==> src/include/sled_cfg.svh <==
/*
  Timing constants for the status indicator block.
  Assumes a 20 MHz clock; included by the two design files, not by the package.
*/
`ifndef SLED_CFG_SVH
`define SLED_CFG_SVH
`define SLED_CLK_HZ        20000000
`define SLED_TICK_HZ       1000
`define SLED_TICK_CYC      (`SLED_CLK_HZ / `SLED_TICK_HZ)
`define SLED_MINOR_S       10
`define SLED_MINOR_MS      (`SLED_MINOR_S * 1000)
`define SLED_SVC_ON_S      10
`define SLED_SVC_ON_MS     (`SLED_SVC_ON_S * 1000)
`define SLED_SVC_PER_S     60
`define SLED_SVC_PER_MS    (`SLED_SVC_PER_S * 1000)
`define SLED_SILENT_MIN    5
`define SLED_SILENT_MS     (`SLED_SILENT_MIN * 60000)
`define SLED_FAIL_MIN      1
`define SLED_FAIL_MS       (`SLED_FAIL_MIN * 60000)
`define SLED_SLOW_MS       1000
`define SLED_FAST_MS       200
`define SLED_LONG_MS       4000
`endif

==> src/include/sled_pkg.sv <==
/*
  Types shared by the status indicator block.
  Assumes nothing beyond the block itself.
*/
package sled_pkg;
  typedef enum logic [2:0] {
    SLED_INIT, SLED_CONFIG, SLED_CALGAS, SLED_RUN, SLED_SEVERE
  } sled_mode_t;

  typedef enum logic [1:0] {
    SLED_SEV_RED, SLED_SEV_GREEN, SLED_SEV_ORANGE
  } sled_sev_t;

  // status inputs of one unit
  typedef struct packed {
    logic      init_done;
    logic      config_mode;
    logic      cal_gassing;
    logic      traffic;
    logic      packet_error;
    logic      severe;
    sled_sev_t severe_colour;
    logic      severe_solid;
    logic      service_due;
  } sled_unit_in_t;

  typedef struct packed {
    logic red;
    logic green;
  } sled_lamp_t;
endpackage

==> src/rtl/sled_unit.sv <==
/*
  One indicator channel: pattern selection, fault hold, silence watchdog.
  Assumes a shared millisecond tick and blink phases from the parent.
*/
`timescale 1ns/100ps
`include "sled_cfg.svh"
module sled_unit
  import sled_pkg::*;
#(
  parameter int IS_SENSOR  = 0,
  parameter int MINOR_MS   = `SLED_MINOR_MS,
  parameter int SVC_ON_MS  = `SLED_SVC_ON_MS,
  parameter int SVC_PER_MS = `SLED_SVC_PER_MS,
  parameter int SILENT_MS  = `SLED_SILENT_MS,
  parameter int FAIL_MS    = `SLED_FAIL_MS
) (
  // clock and reset
  input  wire logic          clock,
  input  wire logic          nrst,
  // timing
  input  wire logic          tick,
  input  wire logic          slow_ph,
  input  wire logic          fast_ph,
  input  wire logic          long_ph,
  // unit status
  input  wire sled_unit_in_t st,
  input  wire logic          request,
  // outputs
  output sled_lamp_t         lamp,
  output logic               reboot,
  output logic               repair_text
);
  // ------------------------------------------------------------
  // state
  // ------------------------------------------------------------
  typedef struct packed {
    sled_mode_t  mode;
    logic [18:0] minor_ms;
    logic [15:0] svc_ms;
    logic [18:0] quiet_ms;
    logic [16:0] fail_ms;
    sled_lamp_t  lamp;
    logic        reboot;
    logic        repair_text;
  } sled_unit_state_t;

  sled_unit_state_t s;
  sled_unit_state_t next_s;

  always_comb begin
    next_s = s;
    next_s.reboot = 1'b0;
    // mode machine
    case (s.mode)
      SLED_INIT:   if (st.init_done) next_s.mode = SLED_RUN;
      SLED_SEVERE: if (!st.severe) next_s.mode = SLED_RUN;
      default: begin
        if (st.severe) next_s.mode = SLED_SEVERE;
        else if (st.config_mode) next_s.mode = SLED_CONFIG;
        else if (st.cal_gassing) next_s.mode = SLED_CALGAS;
        else next_s.mode = SLED_RUN;
      end
    endcase
    // minor fault hold, set wins over expiry
    if (st.packet_error) begin
      next_s.minor_ms = 19'(MINOR_MS);
    end else if (tick && s.minor_ms != 19'h0) begin
      next_s.minor_ms = s.minor_ms - 19'h1;
    end
    // service cycle
    if (!st.service_due) begin
      next_s.svc_ms = 16'h0;
    end else if (tick) begin
      next_s.svc_ms = (s.svc_ms >= 16'(SVC_PER_MS - 1)) ? 16'h0
                                                       : s.svc_ms + 16'h1;
    end
    // silence watchdog
    if (request || st.traffic) begin
      next_s.quiet_ms = 19'h0;
    end else if (tick) begin
      next_s.quiet_ms = s.quiet_ms + 19'h1;
    end
    if (tick && s.quiet_ms >= 19'(SILENT_MS - 1)) begin
      next_s.reboot   = 1'b1;
      next_s.mode     = SLED_INIT;
      next_s.quiet_ms = 19'h0;
    end
    // failure reboot
    if (s.mode != SLED_SEVERE) begin
      next_s.fail_ms = 17'h0;
    end else if (tick) begin
      next_s.fail_ms = s.fail_ms + 17'h1;
      if (s.fail_ms >= 17'(FAIL_MS - 1)) begin
        next_s.reboot  = 1'b1;
        next_s.mode    = SLED_INIT;
        next_s.fail_ms = 17'h0;
      end
    end
    // lamp pattern
    next_s.lamp = '0;
    case (s.mode)
      SLED_INIT:   next_s.lamp.red = slow_ph;
      SLED_CONFIG: begin
        next_s.lamp.green = slow_ph;
        next_s.lamp.red   = !slow_ph;
      end
      SLED_CALGAS: begin
        next_s.lamp.green = fast_ph;
        next_s.lamp.red   = !fast_ph;
      end
      SLED_SEVERE: begin
        next_s.lamp.red   = (st.severe_solid || long_ph) &&
                            st.severe_colour != SLED_SEV_GREEN;
        next_s.lamp.green = (st.severe_solid || long_ph) &&
                            st.severe_colour != SLED_SEV_RED;
      end
      SLED_RUN: begin
        if (s.minor_ms != 19'h0) begin
          next_s.lamp.red = fast_ph;
        end else if (st.service_due &&
                     s.svc_ms < 16'(SVC_ON_MS)) begin
          next_s.lamp.red = slow_ph;
        end else if (st.traffic || (IS_SENSOR != 0 && st.service_due))
        begin
          next_s.lamp.green = slow_ph;
        end else begin
          next_s.lamp.green = fast_ph;
        end
      end
      default: next_s.lamp = '0;
    endcase
    next_s.repair_text = st.service_due && (s.mode == SLED_RUN);
  end

  always_ff @(posedge clock or negedge nrst) begin
    if (!nrst) begin
      s <= '{mode: SLED_INIT, default: '0};
    end else begin
      s <= next_s;
    end
  end

  assign lamp        = s.lamp;
  assign reboot      = s.reboot;
  assign repair_text = s.repair_text;
endmodule

==> src/rtl/sled_top.sv <==
/*
  Status indicator block: transmitter and sensor bicolour lamps.
  Assumes status inputs synchronous to the 20 MHz clock.
*/
`timescale 1ns/100ps
`include "sled_cfg.svh"
module sled_top
  import sled_pkg::*;
#(
  parameter int TICK_CYC   = `SLED_TICK_CYC,
  parameter int SLOW_MS    = `SLED_SLOW_MS,
  parameter int FAST_MS    = `SLED_FAST_MS,
  parameter int LONG_MS    = `SLED_LONG_MS,
  parameter int MINOR_MS   = `SLED_MINOR_MS,
  parameter int SVC_ON_MS  = `SLED_SVC_ON_MS,
  parameter int SVC_PER_MS = `SLED_SVC_PER_MS,
  parameter int SILENT_MS  = `SLED_SILENT_MS,
  parameter int FAIL_MS    = `SLED_FAIL_MS
) (
  // clock and reset
  input  wire logic          clock,
  input  wire logic          nrst,
  // transmitter status
  input  wire sled_unit_in_t tx_st,
  // sensor status
  input  wire sled_unit_in_t sn_st,
  input  wire logic          sn_request,
  // lamps
  output sled_lamp_t         tx_lamp,
  output sled_lamp_t         sn_lamp,
  // reboots and display
  output logic               tx_reboot,
  output logic               sn_reboot,
  output logic               module_repair_due_text
);
  // ------------------------------------------------------------
  // blink timebase
  // ------------------------------------------------------------
  typedef struct packed {
    logic [15:0] pre;
    logic        tick;
    logic [15:0] slow_ms;
    logic [15:0] fast_ms;
    logic [15:0] long_ms;
    logic        slow_ph;
    logic        fast_ph;
    logic        long_ph;
  } sled_tb_t;

  sled_tb_t t;
  sled_tb_t next_t;

  always_comb begin
    next_t      = t;
    next_t.tick = 1'b0;
    if (t.pre >= 16'(TICK_CYC - 1)) begin
      next_t.pre  = 16'h0;
      next_t.tick = 1'b1;
    end else begin
      next_t.pre = t.pre + 16'h1;
    end
    if (t.tick) begin
      // half period toggles, fast shorter than slow
      if (t.slow_ms >= 16'(SLOW_MS / 2 - 1)) begin
        next_t.slow_ms = 16'h0;
        next_t.slow_ph = !t.slow_ph;
      end else begin
        next_t.slow_ms = t.slow_ms + 16'h1;
      end
      if (t.fast_ms >= 16'(FAST_MS / 2 - 1)) begin
        next_t.fast_ms = 16'h0;
        next_t.fast_ph = !t.fast_ph;
      end else begin
        next_t.fast_ms = t.fast_ms + 16'h1;
      end
      if (t.long_ms >= 16'(LONG_MS / 2 - 1)) begin
        next_t.long_ms = 16'h0;
        next_t.long_ph = !t.long_ph;
      end else begin
        next_t.long_ms = t.long_ms + 16'h1;
      end
    end
  end

  always_ff @(posedge clock or negedge nrst) begin
    if (!nrst) begin
      t <= '0;
    end else begin
      t <= next_t;
    end
  end

  // ------------------------------------------------------------
  // channels
  // ------------------------------------------------------------
  logic tx_text;
  logic sn_text;

  sled_unit #(
    .IS_SENSOR  (0),
    .MINOR_MS   (MINOR_MS),
    .SVC_ON_MS  (SVC_ON_MS),
    .SVC_PER_MS (SVC_PER_MS),
    .SILENT_MS  (SILENT_MS),
    .FAIL_MS    (FAIL_MS)
  ) u_tx (
    .clock       (clock),
    .nrst        (nrst),
    .tick        (t.tick),
    .slow_ph     (t.slow_ph),
    .fast_ph     (t.fast_ph),
    .long_ph     (t.long_ph),
    .st          (tx_st),
    .request     (1'b0),
    .lamp        (tx_lamp),
    .reboot      (tx_reboot),
    .repair_text (tx_text)
  );

  sled_unit #(
    .IS_SENSOR  (1),
    .MINOR_MS   (MINOR_MS),
    .SVC_ON_MS  (SVC_ON_MS),
    .SVC_PER_MS (SVC_PER_MS),
    .SILENT_MS  (SILENT_MS),
    .FAIL_MS    (FAIL_MS)
  ) u_sn (
    .clock       (clock),
    .nrst        (nrst),
    .tick        (t.tick),
    .slow_ph     (t.slow_ph),
    .fast_ph     (t.fast_ph),
    .long_ph     (t.long_ph),
    .st          (sn_st),
    .request     (sn_request),
    .lamp        (sn_lamp),
    .reboot      (sn_reboot),
    .repair_text (sn_text)
  );

  assign module_repair_due_text = tx_text || sn_text;
endmodule

==> config.mk <==
export PLATFORM = sky130hd
export DESIGN_NAME = sled_top
export DESIGN_NICKNAME = d
export VERILOG_FILES = /design/src/include/sled_pkg.sv /design/src/rtl/sled_unit.sv /design/src/rtl/sled_top.sv
export VERILOG_INCLUDE_DIRS = /design/src /design/src/include
export SDC_FILE = /design/constraint.sdc
export NUM_CORES = 1
export LEC_CHECK = 0
export BUFFER_PORTS_ARGS = -buffer_cell sky130_fd_sc_hd__clkbuf_2
export CORE_ASPECT_RATIO = 0.8
export CORE_MARGIN = 4
export CORE_UTILIZATION = 50
export DETAILED_ROUTE_END_ITERATION = 8
export GPL_TIMING_DRIVEN = 0
export PLACE_DENSITY = 0.76
export SKIP_LAST_GASP = 1
export SYNTH_ARGS = -nofsm -noshare
export SYNTH_HDL_FRONTEND = slang
export SYNTH_SLANG_ARGS = --single-unit
==> constraint.sdc <==
create_clock -name clock -period 2.2 [get_ports clock]
set_clock_uncertainty 0.1 [all_clocks]
set_input_delay 0.44 -clock clock [delete_from_list [all_inputs] [get_ports clock]]
set_output_delay 0.44 -clock clock [all_outputs]
set_load 0.02 [all_outputs]
==> results of run 1 <==
## power groups by stage
stage	Clock [W]	Combinational [W]	Sequential, W
floorplan	0	0.00124	0.00481
global placement	0	0.00161	0.00490
detailed placement	0	0.00167	0.00491
CTS	0.00424	0.00180	0.00485
global route	0.00442	0.00206	0.00505
finish	0.00418	0.00185	0.00499
## cells by family after synthesis
family | after synthesis | synth area share [%]
and+or+nand+nor | 635 | 26.5
AOI/OAI and AO/OA | 233 | 12.9
DFF | 224 | 46.8
buffers and inverters | 98 | 3.32
xor gates and xnor gates | 96 | 7.01
muxes | 24 | 2.05
adders and majority gates | 14 | 1.46
other | 1 | 0.0313
## synth_stat cells (13+ instances only)
library cell | count | area share, %
clkbuf_1 | 43 | 1.3
nor2b_1 | 13 | 0.68
mux2i_1 | 20 | 1.7
nor3_1 | 37 | 1.5
a31oi_1 | 31 | 1.6
and3_1 | 16 | 0.83
nand4_1 | 54 | 2.8
a21oi_1 | 60 | 2.5
ha_1 | 14 | 1.5
nor4_1 | 29 | 1.5
nand2_1 | 126 | 3.9
o21ai_0 | 39 | 1.6
dfrtp_1 | 224 | 47
nand2b_1 | 13 | 0.68
nor2_1 | 187 | 5.9
inv_1 | 43 | 1.3
xnor2_1 | 52 | 3.8
and2_1 | 16 | 0.83
nand3_1 | 75 | 3.1
xor2_1 | 44 | 3.2
## cell type report
type / count / area, sq um / share of cell area [%]
inverter: 44 / 166 / 1.16
buffer: 43 / 253 / 1.77
tap: 312 / 390 / 2.73
timing repair buffer: 82 / 637 / 4.45
clock buffer: 34 / 689 / 4.82
sequential: 224 / 5610 / 39.2
clock inverter: 8 / 115 / 0.804
multi-input combinational: 1004 / 6450 / 45.1
## timing repair
action	CTS	global route
hold buffers	1	0
setup buffers	12	39
gates cloned	0	1
pin swaps	6	23
endpoints found under the setup margin	202	157
resized for setup	68	70
endpoints found under the hold margin	112	0
## flip-flops by register name (all words and copies together), names as in the netlist
register and flops:
u_tx.s 74, u_tx.reboot 1, u_sn.lamp 2, u_sn.repair_text 1, u_sn.reboot 1, u_sn.s 74, t 68, u_tx.lamp 2
u_tx.repair_text 1
## worst paths after layout
kind                                              from                endpoint
worst max-delay path            u_sn.s[64]$_DFFE_PN0P_  u_sn.s[72]$_DFFE_PN0P_
worst min-delay path                          sn_st[4]    u_sn.s[77]$_DFF_PN0_
worst max register to register  u_sn.s[64]$_DFFE_PN0P_  u_sn.s[72]$_DFFE_PN0P_
worst min register to register         t[52]$_DFF_PN0_         t[52]$_DFF_PN0_
max in group asynchronous                         nrst         t[51]$_DFF_PN0_
min in group asynchronous                         nrst  u_sn.s[62]$_DFFE_PN0P_
## per-layer routing
| layer | vias up | wire, um | part of all wire, % |
|---|---|---|---|
| met3 | 61 | 1540 | 5.3 |
| li1 | 4962 | - | - |
| met4 | 2 | 656 | 2.3 |
| met5 | - | 20 | 0.069 |
| met1 | 5050 | 13500 | 47 |
| met2 | 294 | 13200 | 46 |
## metrics by stage
stage	total power [W]	worst slack, ns	cells
final	0.0110	-0.242	1751
after global routing	0.0115	-0.267	1751
after CTS	0.0109	-0.229	1718
after detailed placement	0.00658	-1.65	1667
after global placement	0.00650	-3.86	1665
after floorplan	0.00605	-0.156	1325
==> flow_summary.toml, run 1 <==
[outcome]
outcome = "complete, but fails checks"
violations_in_the_final_reports = "negative setup slack"

[placement]
detailed_place_hpwl_mm = 18.3
port-buffer-count = 28
dpl_cell_area_sq_mm = 0.0126
place.gp.congestion = 0.865

[critical_path]
crit_buf_inv = 0
critical_path.max_fanout = 3
setup.worst_path.start_class = "flip-flop"
worst_ep_required_time_ns = 2.55
critPathTopFamily = "simple AND/OR/NAND/NOR gates"
critical-path-top-cell-by-count = "or4_4"
path_class = "reg2reg"
setup.reg_to_reg.worst_slack_ns = -0.24
reg2reg_depth = 5
cpPeakStageDelay_ns = 0.53
critPathArrivalTime_ns = 2.79
cp.depth = 5
crit_path_top_delay_cell = "or4_4"
crit_path_cell_trace = "or4_4 > or4_4 > or3_4 > or3_1 > a21oi_1"
worst_setup_path_end_kind = "flip-flop"

[detailed_routing]
vias_post_dr = 10400
ant_nets = 0
route.detailed.drc = 0
drt_wl_total_mm = 29.0
post_drt_wl_per_cell_um = 16.5
dr.pass1.iters = 5
routed_via_density = 5.92
initialDrtViolationCount = 853

[cells_and_area]
layout.cell_area.non_filler_sq_mm = 0.0143
final_layout_size_suffix_gt1_share_pct = 16.5
diodes = 0
final_cell_mix = "dfrtp_1, nor2_1, nand2_1"
areaGrowthSynthToFinish_pct = 19.4
layout.filler_cells = 1904
finish.net_count = 1460
mostFrequentLayoutCell = "dfrtp_1"
layout.core_utilization_pct = 60.8

[floorplan]
overall_die_width_um = 181
initial_utilization_pct = 51.0
coreArea_sq_mm = 0.0235
fp.dieH_um = 147
pin_count = 30
rows = 50
design.die.area_sq_mm = 0.0265

[power_and_ir_drop]
seq_power_share_pct = 45.3
p_int_w = 0.00783
total_leakage_power_nw = 5.96
combinationalPowerShare_pct = 16.8
clockPowerShare_pct = 38.0
power_density_mw_per_mm2 = 770
power.switching_w = 0.00319
power_switching_share_pct = 28.9
peakVddDrop_v = 0.000562

[cts]
worst_skew_pair.late_latency_ns = 0.52
cts_buffers = 24
buffer_depth_of_the_longest_clock_path = 3
tritoncts = "done"
clkSinkCount = 224
clockRootBuffer = "clkbuf_16"
cts.htree.levels = 1
worst_setup_hold_path_clk_slew_ns = 0.07

[timing]
max_clock_freq_mhz = 410
drv_slew = 0
hold-worst-slack_ns = 0.0710
rsz0062_at_grt = "yes"
period_share_pct = 111
final-hold-violation-count = 0
setup_viol = 12
slew_headroom_pct = 56.3
period_minus_slack_ns = 2.44
final_worst_setup_slack_ns = -0.242
worst_slew_pin_slew_ns = 0.651
timing.setup.tns_ns = -1.34

[synth]
synth_fp_nets = 1362
synth_warnings = 0
postSynthRegisterBits = 224
synthDistinctLibCells = 83
synth_edf_count = 0
postSynth.topFlopCell = "dfrtp_1"
netlist_area_sq_mm = 0.0120
netlist_instances = 1325
post_synth.cell_area_avg_sq_um = 9.05
yosysSeqAreaShare_pct = 46.8
synth-async-reset-ratio_pct = 100

[global_route]
first_global_vias = 9664
grt.overflow.total = 0
grt_pass1_wl_mm = 47.6
gr-usage-met3_pct = 3.04
grt_max_degree = 113
grt.met2_usage_pct = 31.7
most_used_layer_global_route = "met2"
grt_util_all_layers_pct = 20.7
grt.met1_usage_pct = 31.3
grt_antenna_before_repair = 3

[hold_path]
worst_hold_path.num_cells = 2
hold_path.class = "in2reg"

[flow_run]
max_cap_violations = 0
No activity file was read; power rests on OpenSTA's default activity.
==> run 2, diff against run 1 <==
PLACE_DENSITY = 0.69   (was 0.76)
==> run 2 against run 1 <==
The flow still finishes with violations (negative setup slack); largest power group unchanged; sequential power is essentially flat; hold slack gained 0.017 ns; cell count shrank 1.3%; via count shrank 2.0%; global-route usage shrank 0.48 points; die area is the same.
==> flow_summary.toml, run 2 (synthesis gave the netlist of run 1 again) <==
[cts]
clockRootBuffer = "clkbuf_16"
buffer_depth_of_the_longest_clock_path = 3
cts_buffers = 24
tritoncts = "done"
clkSinkCount = 224
cts.htree.levels = 1
worst_setup_hold_path_clk_slew_ns = 0.07
worst_skew_pair.late_latency_ns = 0.52

[placement]
place.gp.congestion = 0.841
detailed_place_hpwl_mm = 18.4
port-buffer-count = 28

[global_route]
grt.overflow.total = 0
gr-usage-met3_pct = 2.94
grt_max_degree = 94
grt_pass1_wl_mm = 46.4
first_global_vias = 9523
grt_antenna_before_repair = 0
most_used_layer_global_route = "met1"
grt.met1_usage_pct = 31.1
grt_util_all_layers_pct = 20.2
grt.met2_usage_pct = 30.2

[timing]
hold-worst-slack_ns = 0.0879
final_worst_setup_slack_ns = -0.221
final-hold-violation-count = 0
period_minus_slack_ns = 2.42
rsz0062_at_grt = "yes"
slew_headroom_pct = 48.7
worst_slew_pin_slew_ns = 0.770
period_share_pct = 110
max_clock_freq_mhz = 413
drv_slew = 0
setup_viol = 10

[cells_and_area]
layout.core_utilization_pct = 59.9
areaGrowthSynthToFinish_pct = 17.6
area_of_the_multi_input_gates_sq_mm = 0.00640
regArea_sq_mm = 0.00561
diodes = 0
layout.filler_cells = 2052
biggestRegsByFlops = "u_sn.s x74, u_tx.s x74, t x68"
final_cell_mix = "dfrtp_1, nor2_1, nand2_1"
final_layout_size_suffix_gt1_share_pct = 14.9
finish.net_count = 1437
mostFrequentLayoutCell = "dfrtp_1"

[critical_path]
critical_path.max_fanout = 3
setup.worst_path.start_class = "flip-flop"
worst_ep_required_time_ns = 2.55
path_class = "reg2reg"
worst_setup_path_end_kind = "flip-flop"
critPathArrivalTime_ns = 2.77

[floorplan]
pin_count = 30
rows = 50
design.die.area_sq_mm = 0.0265
overall_die_width_um = 181
initial_utilization_pct = 51.0
fp.dieH_um = 147
coreArea_sq_mm = 0.0235

[detailed_routing]
initialDrtViolationCount = 870
ant_nets = 0
dr.pass1.iters = 5
routed_via_density = 5.88
drt_wl_total_mm = 27.9
vias_post_dr = 10200
post_drt_wl_per_cell_um = 16.1
route.detailed.drc = 0

[power_and_ir_drop]
design_power_total_w = 0.0109
power_density_mw_per_mm2 = 771
total_leakage_power_nw = 5.82
peakVddDrop_v = 0.000614

[outcome]
outcome = "complete, but fails checks"
violations_in_the_final_reports = "negative setup slack"

[hold_path]
hold_path.class = "in2reg"

[flow_run]
max_cap_violations = 0
==> run 2: changes by cell type in the layout (fill, tap and decap cells not counted), sizes merged <==
cell and delta:
buf -19, clkbuf -9, clkinvlp +6, a21oi -1, bufinv -1, o21ai +1
==> run 2: final cells by class <==
class,count,area share [%]
multi-input combinational,1004,45.4
sequential,224,39.8
clock buffer,29,4.83
timing repair buffer,58,3.11
tap,312,2.77
buffer,44,1.99
inverter,44,1.18
clock inverter,13,0.923
==> run 2: layer usage <==
layer	up-vias	routed length [um]	part of all wire [%]
met3	45	1140	4.1
li1	4911	-	-
met2	218	12200	44
met1	4983	14000	50
met5	-	0	0
met4	0	600	2.2
==> run 2: per-stage QoR <==
| step | setup slack (ns) | setup TNS (ns) | area [sq um] | instances |
|---|---|---|---|---|
| after floorplan | -0.156 | -0.156 | 12000 | 1325 |
| after global placement | -4.00 | -1054.32 | 12500 | 1665 |
| after detailed placement | -1.59 | -169.73 | 12600 | 1667 |
| after CTS | -0.208 | -2.18 | 13700 | 1713 |
| after global routing | -0.291 | -2.32 | 14100 | 1728 |
| final | -0.221 | -1.01 | 14100 | 1728 |
==> run 2: path summary, 6_finish.rpt <==
| check | startpoint | slack (ns) | depth (start not counted) | to |
|---|---|---|---|---|
| worst max-delay path | u_sn.s[65]$_DFFE_PN0P_ | -0.22 | 5 | u_sn.s[72]$_DFFE_PN0P_ |
| worst min-delay path | tx_st[4] | 0.09 | 2 | u_tx.s[77]$_DFF_PN0_ |
| worst max register to register | u_sn.s[65]$_DFFE_PN0P_ | -0.22 | 5 | u_sn.s[72]$_DFFE_PN0P_ |
| worst min register to register | t[52]$_DFF_PN0_ | 0.39 | 1 | t[52]$_DFF_PN0_ |
| max in group asynchronous | nrst | 0.71 | 3 | u_tx.s[21]$_DFFE_PN0P_ |
| min in group asynchronous | nrst | 0.45 | 2 | u_sn.s[67]$_DFFE_PN0P_ |
==> run 2: what timing repair did <==
item / 4_1_cts / 5_1_grt
pin swaps: 4 / 13
cloned: 0 / 2
hold endpoints to repair: 91 / 0
setup buffers: 7 / 19
setup endpoints to repair: 202 / 169
gates resized for setup: 65 / 74
hold buffers: 1 / 0
==> run 2: critical path, cell delays in order (launching register included) <==
cell and delay [ns]:
dfrtp_1 0.39, or4_4 0.57, or4_4 0.46, or3_4 0.34
or3_1 0.35, a21oi_1 0.14
==> run 2: report_power, final <==
group | internal, W | total (W) | leakage, nW | switching, W
combinational | 0.000806 | 0.00176 | 2.43 | 0.000951
clock | 0.00244 | 0.00414 | 0.386 | 0.00170
sequential | 0.00445 | 0.00498 | 3.01 | 0.000527
